<file path="src/verilog/ftcr_pkg.sv">
`default_nettype none
package ftcr_pkg;
	// register indices; byte address is four times the index
	localparam logic [7:0] IDX_CFG       = 8'h03;
	localparam logic [7:0] IDX_ONESHOT   = 8'h0F;
	localparam logic [7:0] IDX_CRIT      = 8'h19;
	localparam logic [7:0] IDX_CNT_LO    = 8'h46;
	localparam logic [7:0] IDX_CNT_HI    = 8'h47;
	localparam logic [7:0] IDX_CTRL      = 8'h60;
	localparam logic [7:0] IDX_HI_LIM    = 8'h61;
	localparam logic [7:0] IDX_LO_LIM    = 8'h62;
	localparam logic [7:0] IDX_IRQ_STAT  = 8'h63;
	localparam logic [7:0] IDX_IRQ_MASK  = 8'h64;
	// configuration fields
	localparam int CFG_ALERT_MASK  = 7;
	localparam int CFG_STANDBY     = 6;
	localparam int CFG_PWM_STBY_DIS = 5;
	localparam int CFG_TACH_SEL    = 2;
	localparam int CFG_CRIT_UNLOCK = 1;
	localparam int CFG_FAULT_QUEUE = 0;
	localparam logic [7:0] CFG_WR_MASK = 8'hE7;
	// own control fields
	localparam int CTRL_PWM_POL    = 0;
	localparam int CTRL_PWM_360K   = 1;
	// interrupt status fields
	localparam int IRQ_ALERT       = 0;
	localparam int IRQ_TACH_DONE   = 1;
	localparam int IRQ_W           = 2;
	// reset values
	localparam logic [7:0] CRIT_RST    = 8'h55;
	localparam logic [7:0] HI_LIM_RST  = 8'h46;
	localparam logic [7:0] LO_LIM_RST  = 8'h00;
	localparam logic [1:0] EDGE_RST    = 2'h0;
	// edge count codes
	localparam logic [1:0] EDGE_2      = 2'h1;
	localparam logic [1:0] EDGE_3      = 2'h2;
	localparam logic [1:0] EDGE_5      = 2'h3;
	localparam logic [2:0] FAULT_QUEUE_LEN = 3'h3;
	// timing
	localparam int CLK_HZ          = 125_000_000;
	localparam int TACH_TICK_HZ    = 90_000;
	localparam int TACH_TICK_DIV   = CLK_HZ / TACH_TICK_HZ;
endpackage
`default_nettype wire

</file>
<file path="src/verilog/ftcr_top.sv">
`timescale 1ns/10ps
`default_nettype none
module ftcr_top #(
	parameter int TICK_DIV = ftcr_pkg::TACH_TICK_DIV,
	parameter int AW       = 12
) (
	input  wire logic          i_ref_clk,
	input  wire logic          i_reset,
	input  wire logic          i_psel,
	input  wire logic          i_penable,
	input  wire logic          i_pwrite,
	input  wire logic [AW-1:0] i_paddr,
	input  wire logic [31:0]   i_pwdata,
	output logic               o_pready,
	output logic [31:0]        o_prdata,
	output logic               o_pslverr,
	input  wire logic          i_pwm_wave,
	output logic               o_pwm,
	output logic               o_continuous,
	output logic               o_conv_start,
	input  wire logic          i_conv_done,
	input  wire logic [7:0]    i_remote_temp,
	output logic [7:0]         o_critical_temp_limit,
	input  wire logic          i_alert_tach_in,
	output logic               o_alert_tach_out,
	output logic               o_alert_tach_oe,
	output logic               o_irq
);
	// upper address bits are decoded as a range, so at least one must exist
	if (TICK_DIV < 2 || AW < 11) begin : g_bad_param
		$error("ftcr_top: TICK_DIV must be >= 2 and AW >= 11");
	end

	//--------------------------------------------------------------
	// register bus decode
	//--------------------------------------------------------------
	logic        setup;
	logic        wr_en;
	logic [7:0]  idx;
	logic        idx_ok;
	logic        hi_word_ok;

	assign setup      = i_psel & ~i_penable;
	assign wr_en      = i_psel & i_penable & i_pwrite;
	assign idx        = i_paddr[9:2];
	assign hi_word_ok = (i_paddr[1:0] == 2'h0) && (i_paddr[AW-1:10] == '0);
	assign o_pready   = 1'b1;

	always_comb begin
		case (idx)
			ftcr_pkg::IDX_CFG, ftcr_pkg::IDX_ONESHOT, ftcr_pkg::IDX_CRIT,
			ftcr_pkg::IDX_CNT_LO, ftcr_pkg::IDX_CNT_HI, ftcr_pkg::IDX_CTRL,
			ftcr_pkg::IDX_HI_LIM, ftcr_pkg::IDX_LO_LIM, ftcr_pkg::IDX_IRQ_STAT,
			ftcr_pkg::IDX_IRQ_MASK: idx_ok = hi_word_ok;
			default: idx_ok = 1'b0;
		endcase
	end

	//--------------------------------------------------------------
	// software registers
	//--------------------------------------------------------------
	logic [7:0] cfg_ff;
	logic [1:0] ctrl_ff;
	logic [7:0] hi_lim_ff;
	logic [7:0] lo_lim_ff;
	logic [1:0] edge_sel_ff;
	logic [7:0] crit_ff;
	logic       crit_locked_ff;

	always_ff @(posedge i_ref_clk or posedge i_reset) begin
		if (i_reset) begin
			cfg_ff      <= 8'h00;
			ctrl_ff     <= 2'h0;
			hi_lim_ff   <= ftcr_pkg::HI_LIM_RST;
			lo_lim_ff   <= ftcr_pkg::LO_LIM_RST;
			edge_sel_ff <= ftcr_pkg::EDGE_RST;
		end else if (wr_en && idx_ok) begin
			case (idx)
				// unused bits are never stored, so they read zero
				ftcr_pkg::IDX_CFG:    cfg_ff      <= i_pwdata[7:0] & ftcr_pkg::CFG_WR_MASK;
				ftcr_pkg::IDX_CTRL:   ctrl_ff     <= i_pwdata[1:0];
				ftcr_pkg::IDX_HI_LIM: hi_lim_ff   <= i_pwdata[7:0];
				ftcr_pkg::IDX_LO_LIM: lo_lim_ff   <= i_pwdata[7:0];
				ftcr_pkg::IDX_CNT_LO: edge_sel_ff <= i_pwdata[1:0];
				default: ;
			endcase
		end
	end

	// lock survives everything but reset, which stands for power cycling
	always_ff @(posedge i_ref_clk or posedge i_reset) begin
		if (i_reset) begin
			crit_ff        <= ftcr_pkg::CRIT_RST;
			crit_locked_ff <= 1'b0;
		end else if (wr_en && idx_ok && idx == ftcr_pkg::IDX_CRIT &&
		             cfg_ff[ftcr_pkg::CFG_CRIT_UNLOCK] && !crit_locked_ff) begin
			crit_ff        <= i_pwdata[7:0];
			crit_locked_ff <= 1'b1;
		end
	end
	assign o_critical_temp_limit = crit_ff;

	//--------------------------------------------------------------
	// standby, conversions and pwm
	//--------------------------------------------------------------
	logic conv_start_ff;

	always_ff @(posedge i_ref_clk or posedge i_reset) begin
		if (i_reset) begin
			conv_start_ff <= 1'b0;
		end else begin
			conv_start_ff <= wr_en && idx_ok && idx == ftcr_pkg::IDX_ONESHOT;
		end
	end
	assign o_conv_start = conv_start_ff;
	assign o_continuous = ~cfg_ff[ftcr_pkg::CFG_STANDBY];

	// inactive level equals the polarity bit
	assign o_pwm = (cfg_ff[ftcr_pkg::CFG_STANDBY] && cfg_ff[ftcr_pkg::CFG_PWM_STBY_DIS]) ?
	               ctrl_ff[ftcr_pkg::CTRL_PWM_POL] : i_pwm_wave;

	//--------------------------------------------------------------
	// limit compare and fault queue
	//--------------------------------------------------------------
	logic       out_of_lim;
	logic [1:0] fault_cnt_ff;
	logic       alert_ff;
	logic       alert_evt;
	logic [1:0] nxt_fault_cnt;

	assign out_of_lim = ($signed(i_remote_temp) > $signed(hi_lim_ff)) ||
	                    ($signed(i_remote_temp) < $signed(lo_lim_ff));

	always_comb begin
		if (!out_of_lim) begin
			nxt_fault_cnt = 2'h0;
		end else if (fault_cnt_ff == ftcr_pkg::FAULT_QUEUE_LEN[1:0]) begin
			nxt_fault_cnt = fault_cnt_ff;
		end else begin
			nxt_fault_cnt = fault_cnt_ff + 2'h1;
		end
	end

	// alert state follows each conversion result
	always_ff @(posedge i_ref_clk or posedge i_reset) begin
		if (i_reset) begin
			fault_cnt_ff <= 2'h0;
			alert_ff     <= 1'b0;
		end else if (i_conv_done) begin
			fault_cnt_ff <= nxt_fault_cnt;
			if (cfg_ff[ftcr_pkg::CFG_FAULT_QUEUE]) begin
				alert_ff <= (nxt_fault_cnt == ftcr_pkg::FAULT_QUEUE_LEN[1:0]);
			end else begin
				alert_ff <= out_of_lim;
			end
		end
	end
	assign alert_evt = i_conv_done && !alert_ff &&
	                   (cfg_ff[ftcr_pkg::CFG_FAULT_QUEUE] ?
	                    (nxt_fault_cnt == ftcr_pkg::FAULT_QUEUE_LEN[1:0]) : out_of_lim);

	// open drain: only ever pulls low
	assign o_alert_tach_out = 1'b0;
	assign o_alert_tach_oe  = alert_ff && !cfg_ff[ftcr_pkg::CFG_ALERT_MASK] &&
	                          !cfg_ff[ftcr_pkg::CFG_TACH_SEL];

	//--------------------------------------------------------------
	// tachometer period measurement
	//--------------------------------------------------------------
	logic [$clog2(TICK_DIV)-1:0] tick_cnt_ff;
	logic        tick;
	logic        tach_d_ff;
	logic        tach_edge;
	logic [2:0]  edge_cnt_ff;
	logic [2:0]  edges_needed;
	logic [2:0]  scale;
	logic [15:0] period_ff;
	logic [15:0] meas_ff;
	logic        meas_evt;
	logic [16:0] period_sum;

	assign tick      = (tick_cnt_ff == ($clog2(TICK_DIV))'(TICK_DIV - 1));
	assign tach_edge = i_alert_tach_in & ~tach_d_ff & cfg_ff[ftcr_pkg::CFG_TACH_SEL];

	always_comb begin
		case (edge_sel_ff)
			ftcr_pkg::EDGE_2: begin edges_needed = 3'd2; scale = 3'd4; end
			ftcr_pkg::EDGE_3: begin edges_needed = 3'd3; scale = 3'd2; end
			ftcr_pkg::EDGE_5: begin edges_needed = 3'd5; scale = 3'd1; end
			// reserved code: measure one period, unscaled
			default:          begin edges_needed = 3'd2; scale = 3'd1; end
		endcase
		if (ctrl_ff[ftcr_pkg::CTRL_PWM_360K]) begin
			scale = 3'd1;
		end
	end

	assign period_sum = {1'b0, period_ff} + {14'h0000, scale};
	assign meas_evt   = tach_edge && (edge_cnt_ff + 3'd1 == edges_needed);

	always_ff @(posedge i_ref_clk or posedge i_reset) begin
		if (i_reset) begin
			tick_cnt_ff <= '0;
			tach_d_ff   <= 1'b1; // pin idles high on its pull-up, so no false edge
		end else begin
			tick_cnt_ff <= tick ? '0 : tick_cnt_ff + 1'b1;
			tach_d_ff   <= i_alert_tach_in;
		end
	end

	// first edge opens the window, the last edge closes and reopens it
	always_ff @(posedge i_ref_clk or posedge i_reset) begin
		if (i_reset) begin
			edge_cnt_ff <= 3'd0;
			period_ff   <= 16'h0000;
			meas_ff     <= 16'hFFFF;
		end else if (!cfg_ff[ftcr_pkg::CFG_TACH_SEL]) begin
			edge_cnt_ff <= 3'd0;
			period_ff   <= 16'h0000;
		end else if (meas_evt) begin
			meas_ff     <= period_ff;
			period_ff   <= 16'h0000;
			edge_cnt_ff <= 3'd1;
		end else begin
			if (tach_edge) begin
				edge_cnt_ff <= edge_cnt_ff + 3'd1;
			end
			if (tick && edge_cnt_ff != 3'd0) begin
				period_ff <= period_sum[16] ? 16'hFFFF : period_sum[15:0];
			end
			// a stalled fan shows as full count without waiting for an edge
			if (period_ff == 16'hFFFF) begin
				meas_ff <= 16'hFFFF;
			end
		end
	end

	//--------------------------------------------------------------
	// high byte freeze on low byte read
	//--------------------------------------------------------------
	logic       frozen_ff;
	logic [7:0] hi_hold_ff;
	logic       rd_lo;
	logic       rd_hi;

	assign rd_lo = setup && !i_pwrite && hi_word_ok && idx == ftcr_pkg::IDX_CNT_LO;
	assign rd_hi = setup && !i_pwrite && hi_word_ok && idx == ftcr_pkg::IDX_CNT_HI;

	// relies on the host reading low first
	always_ff @(posedge i_ref_clk or posedge i_reset) begin
		if (i_reset) begin
			frozen_ff  <= 1'b0;
			hi_hold_ff <= 8'h00;
		end else if (rd_lo) begin
			frozen_ff  <= 1'b1;
			hi_hold_ff <= meas_ff[15:8];
		end else if (rd_hi) begin
			frozen_ff  <= 1'b0;
		end
	end

	//--------------------------------------------------------------
	// interrupts
	//--------------------------------------------------------------
	logic [ftcr_pkg::IRQ_W-1:0] irq_stat_ff;
	logic [ftcr_pkg::IRQ_W-1:0] irq_mask_ff;
	logic [ftcr_pkg::IRQ_W-1:0] irq_set;
	logic [ftcr_pkg::IRQ_W-1:0] irq_clr;

	assign irq_set = {meas_evt, alert_evt};
	assign irq_clr = (wr_en && idx_ok && idx == ftcr_pkg::IDX_IRQ_STAT) ?
	                 i_pwdata[ftcr_pkg::IRQ_W-1:0] : '0;

	// a set in the same cycle as its clear wins
	always_ff @(posedge i_ref_clk or posedge i_reset) begin
		if (i_reset) begin
			irq_stat_ff <= '0;
			irq_mask_ff <= '0;
		end else begin
			irq_stat_ff <= (irq_stat_ff & ~irq_clr) | irq_set;
			if (wr_en && idx_ok && idx == ftcr_pkg::IDX_IRQ_MASK) begin
				irq_mask_ff <= i_pwdata[ftcr_pkg::IRQ_W-1:0];
			end
		end
	end
	assign o_irq = |(irq_stat_ff & irq_mask_ff);

	//--------------------------------------------------------------
	// read data, loaded in the setup cycle
	//--------------------------------------------------------------
	logic [7:0] rd_byte;

	always_comb begin
		case (idx)
			ftcr_pkg::IDX_CFG:      rd_byte = cfg_ff;
			ftcr_pkg::IDX_CRIT:     rd_byte = crit_ff;
			ftcr_pkg::IDX_CNT_LO:   rd_byte = {meas_ff[7:2], edge_sel_ff};
			ftcr_pkg::IDX_CNT_HI:   rd_byte = frozen_ff ? hi_hold_ff : meas_ff[15:8];
			ftcr_pkg::IDX_CTRL:     rd_byte = {6'h00, ctrl_ff};
			ftcr_pkg::IDX_HI_LIM:   rd_byte = hi_lim_ff;
			ftcr_pkg::IDX_LO_LIM:   rd_byte = lo_lim_ff;
			ftcr_pkg::IDX_IRQ_STAT: rd_byte = {6'h00, irq_stat_ff};
			ftcr_pkg::IDX_IRQ_MASK: rd_byte = {6'h00, irq_mask_ff};
			default:                rd_byte = 8'h00;
		endcase
	end

	always_ff @(posedge i_ref_clk or posedge i_reset) begin
		if (i_reset) begin
			o_prdata  <= 32'h0000_0000;
			o_pslverr <= 1'b0;
		end else if (setup) begin
			o_prdata  <= (idx_ok && !i_pwrite) ? {24'h00_0000, rd_byte} : 32'h0000_0000;
			o_pslverr <= !idx_ok;
		end
	end
endmodule
`default_nettype wire

</file>
<file path="config.mk">
export PLATFORM = sky130hd
export DESIGN_NAME = ftcr_top
export DESIGN_NICKNAME = d
export VERILOG_FILES = /design/src/verilog/ftcr_pkg.sv /design/src/verilog/ftcr_top.sv
export SDC_FILE = /design/constraint.sdc
export NUM_CORES = 1
export LEC_CHECK = 0
export BUFFER_PORTS_ARGS = -buffer_cell sky130_fd_sc_hd__buf_2
export CAP_MARGIN = 20
export CORE_UTILIZATION = 25
export DETAILED_ROUTE_END_ITERATION = 10
export PLACE_DENSITY_LB_ADDON = 0.05
export SLEW_MARGIN = 20
export SYNTH_ARGS = -nofsm -noshare
export SYNTH_HDL_FRONTEND = slang
export SYNTH_SLANG_ARGS = --single-unit
</file>
<file path="constraint.sdc">
create_clock -name i_ref_clk -period 3.2 [get_ports i_ref_clk]
set_input_delay 0.64 -clock i_ref_clk [delete_from_list [all_inputs] [get_ports i_ref_clk]]
set_output_delay 0.64 -clock i_ref_clk [all_outputs]
set_load 0.005 [all_outputs]
</file>
== After elaboration in Yosys (flattened, before gate mapping) ==
Cells that the tools add are included.

* Bits in registers: 132
* Bits of input ports: 60
* Output and inout port bits: 48
* Word-level logic and storage cells: 123

* Add/subtract/negate cells: 4
* $lt $le $gt $ge: 2
* Equal/unequal tests: 20
* Mux-type cells: 24
* Bitwise logic cells: 12
* Reduce and logical (&&, ||, !) cells: 40

{| class="wikitable"
|+ Operators by type and width
! kind !! count
|-
| $mux 16 || 6
|-
| $pmux 8 s9 || 1
|-
| $eq 8x7->1 const B || 7
|-
| $logic_and 1x1->1 || 20
|-
| $add 16x3->17 || 1
|-
| $eq 16x16->1 const B || 1
|-
| $mux 8 || 2
|-
| $mux 3 || 4
|-
| $pmux 3 s2 || 2
|-
| $reduce_and 2->1 || 6
|-
| $add 11x1->11 const B || 1
|-
| $eq 11x11->1 const B || 1
|-
| $mux 11 || 1
|-
| $reduce_or 10->1 || 1
|-
| $eq 2x2->1 const B || 4
|-
| $eq 8x2->1 const B || 1
|-
| $eq 8x4->1 const B || 1
|-
| $eq 8x5->1 const B || 1
|-
| $gt 8x8->1 || 1
|-
| $lt 8x8->1 || 1
|-
| $logic_not 1->1 || 6
|-
| $mux 2 || 3
|-
| $ne 3x1->1 const B || 2
|-
| $and 1x1->1 || 5
|-
| 14 further kinds || 23
|}

== Longest topological paths before layout ==
* Depth after elaboration: 9
* Mapped depth: 11
* Mapped depth without buffers: 10

== Worst setup path before layout ==
Ideal clock, no wire load.

* Path type: reg-to-reg
* From: register edge_sel_ff[0]
* To: register period_ff[5]
* Library setup time: 0.123 ns
* Arrival time: 2.706 ns
* Data required time: 3.077 ns
* Path slack: 0.371 ns
* Cell stages (with the launch flop): 12
* Buffers on the path: 1
* Clock period less this slack: 2.829 ns
* Cell sequence: dfrtp_1 > inv_1 > ha_1 > or2_2 > ha_1 > fa_1 > and2_1 > o21ai_0 > or4_1 > clkbuf_2 > a21oi_1 > o221a_2

* Cells in the longest elaborated chain, start to end: 8
* Elaborated cells between the ends (all ways): 14
* Classes of those cells: 1 x add/sub; 5 x eq/ne; 7 x mux; 1 x reduce/logical

{| class="wikitable"
|+ Ends and longest elaborated chain
! item !! line !! RTL
|-
| start: declaration || ftcr_top.sv:66 || <nowiki>logic [1:0] edge_sel_ff;</nowiki>
|-
| start signal: assignment || ftcr_top.sv:76 || <nowiki>edge_sel_ff <= ftcr_pkg::EDGE_RST;</nowiki>
|-
| start signal: assignment || ftcr_top.sv:84 || <nowiki>ftcr_pkg::IDX_CNT_LO: edge_sel_ff <= i_pwdata[1:0];</nowiki>
|-
| $eq 2x2->1 or $eq 2x1->1 (tied branches) || ftcr_top.sv:186 || <nowiki>case (edge_sel_ff)</nowiki>
|-
| $pmux 3 s2 || ftcr_top.sv:186 ||
|-
| $mux 3 || ftcr_top.sv:193 || <nowiki>if (ctrl_ff[ftcr_pkg::CTRL_PWM_360K]) begin</nowiki>
|-
| $add 16x3->17 || ftcr_top.sv:198 || <nowiki>assign period_sum = {1'b0, period_ff} + {14'h0000, scale};</nowiki>
|-
| $mux 16 || ftcr_top.sv:229 || <nowiki>period_ff <= period_sum[16] ? 16'hFFFF : period_sum[15:0];</nowiki>
|-
| $mux 16 || ftcr_top.sv:228 || <nowiki>if (tick && edge_cnt_ff != 3'd0) begin</nowiki>
|-
| $mux 16 || ftcr_top.sv:220 || <nowiki>end else if (meas_evt) begin</nowiki>
|-
| $mux 16 || ftcr_top.sv:217 || <nowiki>end else if (!cfg_ff[ftcr_pkg::CFG_TACH_SEL]) begin</nowiki>
|-
| end signal: assignment || ftcr_top.sv:229 ||
|-
| end: declaration || ftcr_top.sv:177 || <nowiki>logic [15:0] period_ff;</nowiki>
|}

Parallel ways exist; a longest one is shown, timed or not. The select of a mux whose other input is x is not followed.
A chain may end at the register's enable or synchronous reset.

== Worst setup path after layout ==
Same ends and word-level chain as after synthesis.

==> impl_metrics.toml <==
[logic_synthesis]
synth_seq_area_share_pct = 45.1
ys_top_cells_by_count = "84 x dfrtp_1, 49 x mux2_2, 42 x nand2_1"
synthCells = 560
synth_top_area_share_pct = 35.4
synth.avg_cell_area_sq_um = 10.6
synthArstFlopShare_pct = 100
synth_cell_types = 67
syn_area_sq_mm = 0.00594
synth_enable_flop_cells = 0
yosysMostFrequentCell = "dfrtp_1"
synthTopCellsByArea = "dfrtp_1 35%, dfstp_2 9.7%, mux2_2 9.3%"
yosys.area.top_type = "dfrtp_1"
ys_warn_count = 0
ys_ff_latch = 106
synth_flop_cell = "dfrtp_1"

[clock_tree]
cts_buffers = 9
clkSinkCount = 106
cts_tree = "built"
cts-root-buf = "clkbuf_16"
clock_path_buffers = 2
postCtsHoldBufs = 0
cts.clk_slew.worst_paths_ns = 0.08
clk-insertion-delay-late_ns = 0.36
htreeDepth = 3
post_cts_buffers = 0
ctsResizeCount = 0

[power_and_ir_drop]
pwr-share-seq_pct = 48.8
ir_drop_mv = 0.213
netSwitchingFraction_pct = 24.3
p_sw_uw = 674
combinationalPowerShare_pct = 5.4
pwr-share-clk_pct = 45.8
power.density_mw_per_mm2 = 404
power_leakage_uw = 0.00308
p_int_uw = 2100

[critical_path]
r2r_start = "edge_sel_ff[0]"
crit_path_end_kind = "register"
crit_end = "period_ff[5]"
cp_data_required_time_ns = 3.45
critPathMaxFanout = 8
rr_worst_depth = 11
path_cells = "inv_1 > ha_1 > or2_2 > ha_1 > fa_1 > and2_1 > o21ai_0 > buf_4 > or4_1 > a21oi_1 > o221a_2"
r2r_end = "period_ff[5]"
start_kind = "register"
crit_path_frequent_cell = "ha_1"
cp_slowest_stage_delay_ns = 0.40
rrSetupSlack_ns = 0.29
startpoint = "edge_sel_ff[0]"
worst_path_max_delay_cell = "fa_1"
path_class = "register to register"
crit_arrival_ns = 3.15

[timing]
finalCritPeriodShare_pct = 90.9
fin_setup_tns_ns = 0
min_period_ns = 2.91
finClkSkew_ns = 0.00645
worstMarginPinSlew_ns = 0.745
finalHoldViolCount = 0
max_slew_margin_pct = 50.3
fmaxAchievable_ghz = 0.344
drv_slew = 0
grt_setup_unrepaired = "no"
setup_viol = 0

[worst_hold_path]
hold_path.class = "primary input to register"

[floorplan]
ios = 108
core_sq_mm = 0.0234
start_util_pct = 25.4
row_count = 56
die_area_sq_mm = 0.0244
fp.dieW_um = 156
die_y_um = 156

[final_layout]
fill_cells = 2488
fin_nets = 707
num_antenna_cells = 0
seq_area_sq_mm = 0.00268
multi_input_area_sq_mm = 0.00296
area_growth_syn_to_layout_pct = 15.9
stdcell_area_sq_mm = 0.00689
drive_above_1_share_pct = 27.8

[route]
drc = 0
wl_per_cell_um = 17.7
dr.pass1.iters = 5
wl_mm = 16.7
viasPerCell = 4.68
routed-via-count = 4425
ant_nets = 0
drt_iter0_markers = 258

[global_routing]
antenna_found_initial = 0
grt_usage_pct = 14.5
grt_pass1_vias = 4406
grt_max_degree = 107
grt_overflow_total = 0
grt_pass1_wl_mm = 26.3

[placed_design]
io_buffers = 57
finalWeightedCongestion = 0.769
postPlaceCellArea_sq_mm = 0.00655
post-dp-hpwl_mm = 12.2

[status]
status = "complete, no violations"

[run]
cap_violations = 0
[critical path, delay by kind of cell (launching register included)]
| kind | cells | cell delay, ns |
|---|---|---|
| buf+inv | 2 | 0.21 |
| simple gates | 3 | 0.77 |
| flops | 1 | 0.36 |
| fa+ha+maj | 3 | 0.92 |
| compound gates | 3 | 0.54 |
[power by group through the flow]
stage	clock (uW)	sequential [uW]	combinational, uW
global route	1380	1360	176
global placement	0	1380	152
finish	1270	1350	151
CTS	1340	1360	154
floorplan	0	1380	108
detailed placement	0	1380	153
[kinds of logic after synthesis]
group	count (synthesis)	synth area share, %
adder cells (fa/ha/maj)	26	5.60
buffers and inverters	74	6.59
flip-flops	106	45.1
other	2	0.126
AO/OA/AOI/OAI	123	14.9
XOR/XNOR	12	1.77
multiplexers	55	10.7
AND/OR/NAND/NOR	162	15.2
[routing by layer]
layer,global-route usage [%],part of all wire [%]
met5,0,0
met4,3.64,1.0
met3,2.17,2.9
met2,23.0,46
met1,20.4,50
[worst min-delay path by stage]
stage | to | depth (start not counted) | slack (ns) | startpoint
finish | tach_d_ff | 1 | 0.38 | i_alert_tach_in
global route | tach_d_ff | 1 | 0.37 | i_alert_tach_in
CTS | tach_d_ff | 1 | 0.37 | i_alert_tach_in
detailed placement | crit_locked_ff | 1 | 0.45 | crit_locked_ff
global placement | crit_locked_ff | 1 | 0.46 | crit_locked_ff
floorplan | crit_locked_ff | 1 | 0.44 | crit_locked_ff
[final cells by class]
type	instances	share of cell area [%]
Multi-Input combinational cell	404	43.0
Clock inverter	7	1.54
Sequential cell	106	38.9
Clock buffer	9	3.27
Tap cell	319	5.80
Timing Repair Buffer	71	5.85
Inverter	29	1.64
[per-stage QoR]
stage / cells / hold slack [ns] / util [%] / worst slack, ns / total power (uW)
after detailed placement: 928 / 0.453 / 28.0 / 0.340 / 1530
after global placement: 928 / 0.463 / 28.0 / 0.327 / 1530
final: 945 / 0.383 / 29.4 / 0.292 / 2780
after floorplan: 584 / 0.436 / - / 0.371 / 1490
after global routing: 945 / 0.372 / 29.4 / 0.0876 / 2920
after CTS: 944 / 0.366 / 29.4 / 0.308 / 2850
[placed cells by master (no fill, tap or decap), drive strengths merged, types with 5 or more instances in the layout]
cell / count
and3: 13
o32ai: 5
inv: 33
nand2: 42
nor3: 11
conb: 26
a31oi: 7
o21ai: 26
ha: 25
nor2b: 12
o22ai: 6
nor2: 29
dfrtp: 84
nand4: 11
a22o: 9
nand2b: 7
xor2: 9
buf: 71
a21oi: 15
nand3: 10
a211o: 6
a211oi: 6
dfstp: 22
o22a: 15
clkbuf: 9
mux2: 49
[state kept, by name, summed over array words and instances (netlist names), 3 cells and up]
name / flops
cfg_ff: 6
edge_cnt_ff: 3
hi_hold_ff: 8
hi_lim_ff: 8
lo_lim_ff: 8
meas_ff: 14
o_critical_temp_limit: 8
o_prdata: 8
period_ff: 16
tick_cnt_ff: 11
Power figures use the tool's default switching activity.
